===== src/core/cic_pkg.sv =====
/*
 core interrupt control package: register map, bit positions, reset values.
 assumes a 40 MHz single clock and an AHB-Lite register bus.
*/
package cic_pkg;
   // ==========================================================
   // register offsets (byte addresses)
   localparam logic [7:0] ADDR_CTRL_STATUS = 8'h00;
   localparam logic [7:0] ADDR_OPTION = 8'h04;
   localparam logic [7:0] ADDR_BUS_STATUS = 8'h08;
   localparam logic [7:0] ADDR_BUS_MASK = 8'h0c;
   // ==========================================================
   // control/status bit positions
   localparam int BIT_GIE = 7;
   localparam int BIT_PGIE = 6;
   localparam int BIT_TOIE = 5;
   localparam int BIT_EXIE = 4;
   localparam int BIT_PCIE = 3;
   localparam int BIT_TOF = 2;
   localparam int BIT_EXF = 1;
   localparam int BIT_PCF = 0;
   localparam int BIT_EDGE = 0;
   localparam int NUM_EVT = 3;
   // ==========================================================
   // reset values
   localparam logic [7:0] RST_CTRL = 8'h00;
   localparam logic RST_EDGE = 1'b1;
   localparam logic [2:0] RST_BUS_MASK = 3'h0;
   // ==========================================================
   // ahb constants
   localparam logic [1:0] HTRANS_NONSEQ = 2'h2;
   localparam logic [1:0] HTRANS_SEQ = 2'h3;
   localparam logic HRESP_OKAY = 1'b0;
endpackage


===== src/core/cic_edge_detect.sv =====
/*
 edge detector for the port pins: one pulse per changed bit per clock.
 assumes pins already synchronous to clock.
*/
`timescale 1ns/1ps
module cic_edge_detect
#(
   parameter int WIDTH = 5
)
(
   input wire logic clock,
   input wire logic rst,
   input wire logic [WIDTH-1:0] pins,
   output logic [WIDTH-1:0] rise,
   output logic [WIDTH-1:0] fall
);
   typedef struct packed
   {
      logic [WIDTH-1:0] last;
      logic primed;
   } cic_ed_state_t;

   cic_ed_state_t st_ff;
   cic_ed_state_t nxt_st;

   always_comb
   begin
      nxt_st = st_ff;
      nxt_st.last = pins;
      nxt_st.primed = 1'b1;
   end

   always_ff @(posedge clock)
   begin
      if (rst)
      begin
         st_ff <= '0;
      end
      else
      begin
         st_ff <= nxt_st;
      end
   end

   // no edges until the first sample after reset
   assign rise = st_ff.primed ? (pins & ~st_ff.last) : '0;
   assign fall = st_ff.primed ? (~pins & st_ff.last) : '0;
endmodule


===== src/core/cic_core.sv =====
/*
 core interrupt control and status register with AHB-Lite slave.
 assumes timer overflow is a one-cycle pulse, pins synchronous, one clock.
*/
// Decided for this implementation: the placing of the registers and the AHB-Lite slave port.
// Contract
// - timer enable bit5, sticky timer flag bit2
// - pin enable bit4, sticky pin flag bit1
// - port-change enable bit3 gates only request
// - port-change flag bit0 on upper nibble change
// - flags set regardless of any enable
// - pin edge chosen by edge-select bit
`timescale 1ns/1ps
module cic_core
#(
   parameter int PERIPH_W = 8
)
(
   input wire logic clock,
   input wire logic rst,
   input wire logic hsel,
   input wire logic [7:0] haddr,
   input wire logic [1:0] htrans,
   input wire logic hwrite,
   input wire logic [2:0] hsize,
   input wire logic [31:0] hwdata,
   input wire logic hready,
   output logic [31:0] hrdata,
   output logic hreadyout,
   output logic hresp,
   input wire logic timer_overflow,
   input wire logic ext_irq_pin,
   input wire logic [3:0] port_upper_nibble_pins,
   input wire logic [PERIPH_W-1:0] periph_flags,
   input wire logic [PERIPH_W-1:0] periph_enables,
   output logic irq_request,
   output logic irq
);
   import cic_pkg::*;

   // ==========================================================
   // source numbering: bit of evt, bus status and bus mask
   localparam int SRC_CHG = 0;
   localparam int SRC_PIN = 1;
   localparam int SRC_TMR = 2;
   // sampled pins: upper nibble on top, external pin at bit 0
   localparam int PIN_W = 5;

   typedef struct packed
   {
      logic [7:0] ctrl;
      logic edge_sel;
      logic [2:0] bus_status;
      logic [2:0] bus_mask;
      logic wr_pend;
      logic [7:0] wr_addr;
      logic [31:0] rdata;
      logic req;
   } cic_state_t;

   cic_state_t st_ff;
   cic_state_t nxt_st;
   logic [PIN_W-1:0] pin_rise;
   logic [PIN_W-1:0] pin_fall;
   logic [NUM_EVT-1:0] evt;
   logic [NUM_EVT-1:0] src_hit;
   logic core_hit;
   logic periph_hit;
   logic rd_go;
   logic wr_go;

   // ==========================================================
   // change and edge detection
   cic_edge_detect #(.WIDTH(PIN_W)) u_edge
   (
      .clock(clock),
      .rst(rst),
      .pins({port_upper_nibble_pins, ext_irq_pin}),
      .rise(pin_rise),
      .fall(pin_fall)
   );

   // ==========================================================
   // register decode, shared by the read and write paths
   typedef enum {REG_CTRL, REG_OPTION, REG_STATUS, REG_MASK, REG_NONE} cic_reg_t;

   function automatic cic_reg_t reg_decode(input logic [7:0] a);
      cic_reg_t r;
      r = REG_NONE;
      case (a)
         ADDR_CTRL_STATUS:
         begin
            r = REG_CTRL;
         end
         ADDR_OPTION:
         begin
            r = REG_OPTION;
         end
         ADDR_BUS_STATUS:
         begin
            r = REG_STATUS;
         end
         ADDR_BUS_MASK:
         begin
            r = REG_MASK;
         end
         default:
         begin
            r = REG_NONE;
         end
      endcase
      return r;
   endfunction

   // ==========================================================
   // flag and enable position of each core source
   function automatic int flag_pos(input int src);
      int p;
      p = BIT_PCF;
      case (src)
         SRC_CHG:
         begin
            p = BIT_PCF;
         end
         SRC_PIN:
         begin
            p = BIT_EXF;
         end
         default:
         begin
            p = BIT_TOF;
         end
      endcase
      return p;
   endfunction

   function automatic int enable_pos(input int src);
      int p;
      p = BIT_PCIE;
      case (src)
         SRC_CHG:
         begin
            p = BIT_PCIE;
         end
         SRC_PIN:
         begin
            p = BIT_EXIE;
         end
         default:
         begin
            p = BIT_TOIE;
         end
      endcase
      return p;
   endfunction

   // ==========================================================
   // read data, captured in the address phase
   function automatic logic [31:0] read_mux(input logic [7:0] a, input cic_state_t s);
      logic [31:0] r;
      r = 32'h0;
      case (reg_decode(a))
         REG_CTRL:
         begin
            r[7:0] = s.ctrl;
         end
         REG_OPTION:
         begin
            r[BIT_EDGE] = s.edge_sel;
         end
         REG_STATUS:
         begin
            r[NUM_EVT-1:0] = s.bus_status;
         end
         REG_MASK:
         begin
            r[NUM_EVT-1:0] = s.bus_mask;
         end
         default:
         begin
            r = 32'h0;
         end
      endcase
      return r;
   endfunction

   // ==========================================================
   // bus qualifiers
   assign rd_go = hsel && hready && htrans[1] && !hwrite;
   assign wr_go = hsel && hready && htrans[1] && hwrite;

   // ==========================================================
   // events, one cycle wide each
   always_comb
   begin
      evt[SRC_CHG] = (pin_rise[PIN_W-1:1] | pin_fall[PIN_W-1:1]) != '0;
      evt[SRC_PIN] = st_ff.edge_sel ? pin_rise[0] : pin_fall[0];
      evt[SRC_TMR] = timer_overflow;
   end

   // ==========================================================
   // request terms: each core flag gated by its own enable
   for (genvar g = 0; g < NUM_EVT; g++)
   begin : g_src
      assign src_hit[g] = st_ff.ctrl[flag_pos(g)] && st_ff.ctrl[enable_pos(g)];
   end

   assign core_hit = src_hit != '0;
   assign periph_hit = st_ff.ctrl[BIT_PGIE] && ((periph_flags & periph_enables) != '0);

   // ==========================================================
   // next state
   always_comb
   begin
      nxt_st = st_ff;
      // write data lands one cycle after its address phase
      nxt_st.wr_pend = wr_go;
      if (wr_go)
      begin
         nxt_st.wr_addr = haddr;
      end
      if (st_ff.wr_pend)
      begin
         case (reg_decode(st_ff.wr_addr))
            REG_CTRL:
            begin
               nxt_st.ctrl = hwdata[7:0];
            end
            REG_OPTION:
            begin
               nxt_st.edge_sel = hwdata[BIT_EDGE];
            end
            REG_STATUS:
            begin
               nxt_st.bus_status = st_ff.bus_status & ~hwdata[NUM_EVT-1:0];
            end
            REG_MASK:
            begin
               nxt_st.bus_mask = hwdata[NUM_EVT-1:0];
            end
            default:
            begin
               nxt_st.bus_mask = st_ff.bus_mask;
            end
         endcase
      end
      // hardware set wins over a same-cycle clear, enables ignored
      for (int i = 0; i < NUM_EVT; i++)
      begin
         if (evt[i])
         begin
            nxt_st.ctrl[flag_pos(i)] = 1'b1;
         end
      end
      nxt_st.bus_status = nxt_st.bus_status | evt;
      if (rd_go)
      begin
         nxt_st.rdata = read_mux(haddr, st_ff);
      end
      nxt_st.req = st_ff.ctrl[BIT_GIE] && (core_hit || periph_hit);
   end

   always_ff @(posedge clock)
   begin
      if (rst)
      begin
         st_ff <= '0;
         st_ff.ctrl <= RST_CTRL;
         st_ff.edge_sel <= RST_EDGE;
         st_ff.bus_mask <= RST_BUS_MASK;
      end
      else
      begin
         st_ff <= nxt_st;
      end
   end

   assign hrdata = st_ff.rdata;
   assign hreadyout = 1'b1;
   assign hresp = HRESP_OKAY;
   assign irq_request = st_ff.req;
   assign irq = (st_ff.bus_status & st_ff.bus_mask) != 3'h0;
endmodule


===== config.mk =====
export PLATFORM = sky130hd
export DESIGN_NAME = cic_core
export DESIGN_NICKNAME = d
export VERILOG_FILES = /design/src/core/cic_pkg.sv /design/src/core/cic_edge_detect.sv /design/src/core/cic_core.sv
export SDC_FILE = /design/constraint.sdc
export NUM_CORES = 1
export LEC_CHECK = 0
export ABC_AREA = 1
export BUFFER_PORTS_ARGS = -buffer_cell sky130_fd_sc_hd__buf_2
export CORE_UTILIZATION = 48
export DETAILED_ROUTE_END_ITERATION = 16
export PLACE_DENSITY = 0.85
export SYNTH_ARGS = -nofsm -noshare
export SYNTH_HDL_FRONTEND = slang
export SYNTH_SLANG_ARGS = --single-unit

===== constraint.sdc =====
create_clock -name clock -period 2 [get_ports clock]
set_input_delay 0.2 -clock clock [delete_from_list [all_inputs] [get_ports clock]]
set_output_delay 0.2 -clock clock [all_outputs]
set_load 0.1 [all_outputs]

After elaboration in Yosys (flattened, before gate mapping)
Index checks and enable logic that the tools add are counted.
{"block": "totals", "reg_bits": 39, "input_bits": 72, "out_inout_bits": 36, "word_cells": 93}
{"block": "classes", "magnitude_cmp": 6, "n_eq_ne": 12, "n_mux": 28, "bitwise_logic": 13, "n_reduce_logical": 24}
{"op": "$mux W32", "n": 5}
{"op": "$eq A32 B2 Y1 const B", "n": 4}
{"op": "$ge A32 B1 Y1 const B", "n": 3}
{"op": "$lt A32 B5 Y1 const B", "n": 3}
{"op": "$eq A32 B1 Y1 const B", "n": 2}
{"op": "$logic_not A32 Y1", "n": 2}
{"op": "$eq A8 B4 Y1 const B", "n": 4}
{"op": "$mux W8", "n": 4}
{"op": "$or A8 B8 Y8", "n": 3}
{"op": "$pmux W3 S4", "n": 2}
{"op": "$eq A8 B3 Y1 const B", "n": 2}
{"op": "$logic_not A8 Y1", "n": 2}
{"op": "$mux W15", "n": 1}
{"op": "$mux W5", "n": 3}
{"op": "$logic_and A1 B1 Y1", "n": 12}
{"op": "$and A5 B5 Y5", "n": 2}
{"op": "$not A5 Y5", "n": 2}
{"op": "$demux W1 S3", "n": 3}
{"op": "$and A8 B8 Y8", "n": 1}
{"op": "$reduce_bool A8 Y1", "n": 1}
{"op": "$and A3 B3 Y3", "n": 2}
{"op": "$mux W1", "n": 6}
{"op": "$mux W3", "n": 2}
{"op": "$pmux W2 S3", "n": 1}
{"op": "other kinds (9)", "n": 11}

Depth between registers and ports, before layout
{"block": "logic_depth", "ltp_word": 16, "ltp_mapped": 8, "ltp_nobuf": 8}

Modules after synthesis
From an unflattened synthesis, not the netlist that was laid out.
{"block": "unflattened", "cells_unflattened": 293, "area_unflattened_um2": 2077.0}
{"module": "cic_core", "instances": 1, "cells_per_inst": 255, "area_each_um2": 1829.3, "seq_area_each_um2": 660.6}
{"module": "cic_edge_detect", "instances": 1, "cells_per_inst": 38, "area_each_um2": 247.7, "seq_area_each_um2": 120.1}

Worst setup path before layout
No wires, ideal clock.
{"block": "synth_timing", "path_type": "reg-to-output", "start": "register st_ff[46] (netlist name)", "end": "output irq", "t_arrival_ps": 1118, "t_required_ps": 1800, "setup_slack_ps": 682, "stages_incl_launch_ff": 3, "n_path_buf": 0, "cell_sequence": "dfxtp_1 nand2_1 nand3_1"}
{"block": "synth_between", "elab_chain_cells": 2}
{"element": "start, declared", "line": "cic_core.sv:61", "text": "cic_state_t st_ff;"}
{"element": "start signal, assigned", "line": "cic_core.sv:274", "text": "st_ff <= nxt_st;"}
{"element": "$and A3 B3 Y3", "line": "cic_core.sv:282", "text": "assign irq = (st_ff.bus_status & st_ff.bus_mask) != 3'h0;"}
{"element": "$reduce_bool A3 Y1", "line": "cic_core.sv:282"}
{"element": "end, declared", "line": "cic_core.sv:37", "text": "output logic irq"}
Every way passes these cells.

Final worst setup path
Same ends and word-level chain as after synthesis.

==> impl_metrics.env <==
export IMPL_die_y_um=66.6
export IMPL_syn_area_um2=2010
export IMPL_cts_hold_fix_buffers=0
export IMPL_final_cell_mix="nand2_1, buf_2, dfxtp_1"
export IMPL_drive_above_1_share_pct=22.4
export IMPL_drt_wl_total_um=3910
export IMPL_place_hpwl_um=3020
export IMPL_core_area_um2=4000
export IMPL_synth_seq_cells=39
export IMPL_grt_pass1_wl_um=6790
export IMPL_regToRegSetupSlack_ns=0.74
export IMPL_post_cts_setup_buffers=0
export IMPL_post_cts_resized=0
export IMPL_grt_setup_unrepaired="no"
export IMPL_grt_max_degree=29
export IMPL_first_pass_iters=4
export IMPL_setup_tns_ns=0
export IMPL_n_antenna_cell=0
export IMPL_io_pins=108
export IMPL_total_power_mw=1.72
export IMPL_fin_area_um2=2240
export IMPL_hold_viol=0
export IMPL_tritoncts="built"
export IMPL_die_w_um=66.6
export IMPL_timing_rr_end="st_ff[49]$_SDFF_PP0_"
export IMPL_start_util_pct=50.1
export IMPL_dieArea_um2=4440
export IMPL_fin_crit_sh_pct=71.9
export IMPL_wl_per_cell_um=10.4
export IMPL_clock_latency_ns=0.29
export IMPL_p_int_mw=1.14
export IMPL_path_clk_slew_ns=0.07
export IMPL_peakVddDrop_mv=0.461
export IMPL_startpoint="st_ff[46]$_SDFF_PP0_"
export IMPL_status="finished clean"
export IMPL_power_density_nw_per_um2=769
export IMPL_drc=0
export IMPL_postSynthAreaPerCell_um2=7.16
export IMPL_post_route_min_period_ns=1.44
export IMPL_antenna_found_initial=0
export IMPL_crit_required_ns=1.80
export IMPL_final_nets=398
export IMPL_final_max_slew_viol_count=0
export IMPL_yosysWarnings=0
export IMPL_worstPathArrival_ns=1.24
export IMPL_h_tree_depth=2
export IMPL_vias_per_cell=4.70
export IMPL_reg2regPathDepth=8
export IMPL_p_sw_mw=0.581
export IMPL_relSlewSlack_pct=59.8
export IMPL_clock_skew_final_ns=0.00533
export IMPL_setup_violations=0
export IMPL_fmax_ghz=0.695
export IMPL_numCtsBuffers=5
export IMPL_p_leak_nw=1.08
export IMPL_area_growth_pct=11.7
export IMPL_setup_worst_path_end="irq"
export IMPL_rows=23
export IMPL_overflow=0
export IMPL_whs_ns=0.125
export IMPL_clockRootBuffer="clkbuf_8"
export IMPL_drtIter0Drc=84
export IMPL_vias=1768
export IMPL_netlist_instances=280
export IMPL_startpoint_type="flip-flop"
export IMPL_clock_sinks=39
export IMPL_final_antenna_net_count=0
export IMPL_worst_setup_path_end_kind="output pin"
export IMPL_r2r_start="st_ff[35]$_SDFFE_PP0P_"
export IMPL_critical_path_class="reg2out"
export IMPL_power_frac_seq_pct=47.5
export IMPL_io_buffers=53
export IMPL_p_comb_share_pct=22.0
export IMPL_ys_types=24
export IMPL_final_common_cell="nand2_1"
export IMPL_min_path_type="in2reg"
export IMPL_track_usage_pct=20.5
export IMPL_cp_max_fo=3
export IMPL_clkPwrFrac_pct=30.5
export IMPL_switching_share_pct=33.7
export IMPL_hp_start="port_upper_nibble_pins[3]"
export IMPL_nFillCells=419
export IMPL_drv_cap=0
export IMPL_postPlaceCellArea_um2=2150
export IMPL_routabilityCongestion=0.847
export IMPL_tightest_slew_ns=0.602
export IMPL_clockBufferDepth=2
export IMPL_grt_pass1_vias=1611
export IMPL_ys_seq_area_share_pct=38.9
-- power by group through the flow --
stage | registers (mW) | clock network (mW) | logic [mW]
after floorplan | 0.829 | 0 | 0.354
after global placement | 0.834 | 0 | 0.374
after CTS | 0.818 | 0.542 | 0.380
after detailed placement | 0.836 | 0 | 0.379
final | 0.818 | 0.525 | 0.379
after global routing | 0.821 | 0.576 | 0.408
-- layer usage --
layer  vias up  global-route usage, %  routed length (um)  share of wire, %
met4         0                   10.4                  83               2.1
li1        934                      -                   -                 -
met2        58                   35.6                1890                48
met3         8                   4.79                 243               6.2
met5         -                      0                   0                 0
met1       768                   23.1                1690                43
-- area by class of cell --
class                   instances  area, um2  share of cell area [%]
inverters                      23       86.3                    3.85
repair buffers                 56        288                    12.8
well taps                      50       62.6                    2.79
flip-flops and latches         39        781                    34.9
multi-input cells             201        935                    41.7
clock buffers                   6       82.6                    3.69
clock inverters                 1       5.00                   0.223
-- state kept, by name (all words and copies together) (netlist names) --
| register | count |
|---|---|
| st_ff | 24 |
| u_edge.st_ff | 6 |
| hrdata | 8 |
| irq_request | 1 |
-- critical path, stage by stage (launching register included) --
cell and delay, ns:
dfxtp_1 0.37, nand2_1 0.07, nand3_1 0.08, buf_2 0.42
-- cells by family (layout without fill, tap and decap cells) --
family          Yosys count  count (layout)  share of synthesized area [%]
compound gates           42              42                           10.8
xor+xnor                  2               2                          0.874
buf+inv                  64              86                           19.0
flops                    39              39                           38.9
other cells               2              26                          0.374
simple gates            131             131                           30.1
-- worst min path at each step --
| stage | to | slack [ns] | cells past startpoint |
|---|---|---|---|
| after CTS | u_edge.st_ff[5]$_SDFF_PP0_ | 0.12 | 3 |
| final | u_edge.st_ff[5]$_SDFF_PP0_ | 0.12 | 3 |
| after global routing | u_edge.st_ff[2]$_SDFF_PP0_ | 0.14 | 3 |
| after detailed placement | u_edge.st_ff[1]$_SDFF_PP0_ | 0.43 | 3 |
| after global placement | u_edge.st_ff[1]$_SDFF_PP0_ | 0.43 | 3 |
| after floorplan | u_edge.st_ff[2]$_SDFF_PP0_ | 0.31 | 2 |
-- Yosys cell counts, drive strengths merged --
library cell / count / area share [%]
a21oi: 27 / 6.7
a22o: 1 / 0.44
a31oi: 2 / 0.62
buf: 40 / 14
clkbuf: 1 / 0.19
conb: 2 / 0.37
dfxtp: 39 / 39
inv: 23 / 4.3
nand2: 60 / 12
nand3: 29 / 7.2
nand3b: 1 / 0.37
nand4: 7 / 2.2
nor2: 34 / 8.3
o21ai: 12 / 3.0
xnor2: 2 / 0.87
-- per-stage QoR --
stage	utilization (%)	setup slack, ns	instances
after floorplan	-	0.682	304
after global placement	53.8	0.776	369
after detailed placement	53.8	0.758	369
after CTS	56.0	0.547	376
after global routing	56.0	0.492	376
final	56.0	0.562	376
(Power assumes the default switching activity.)
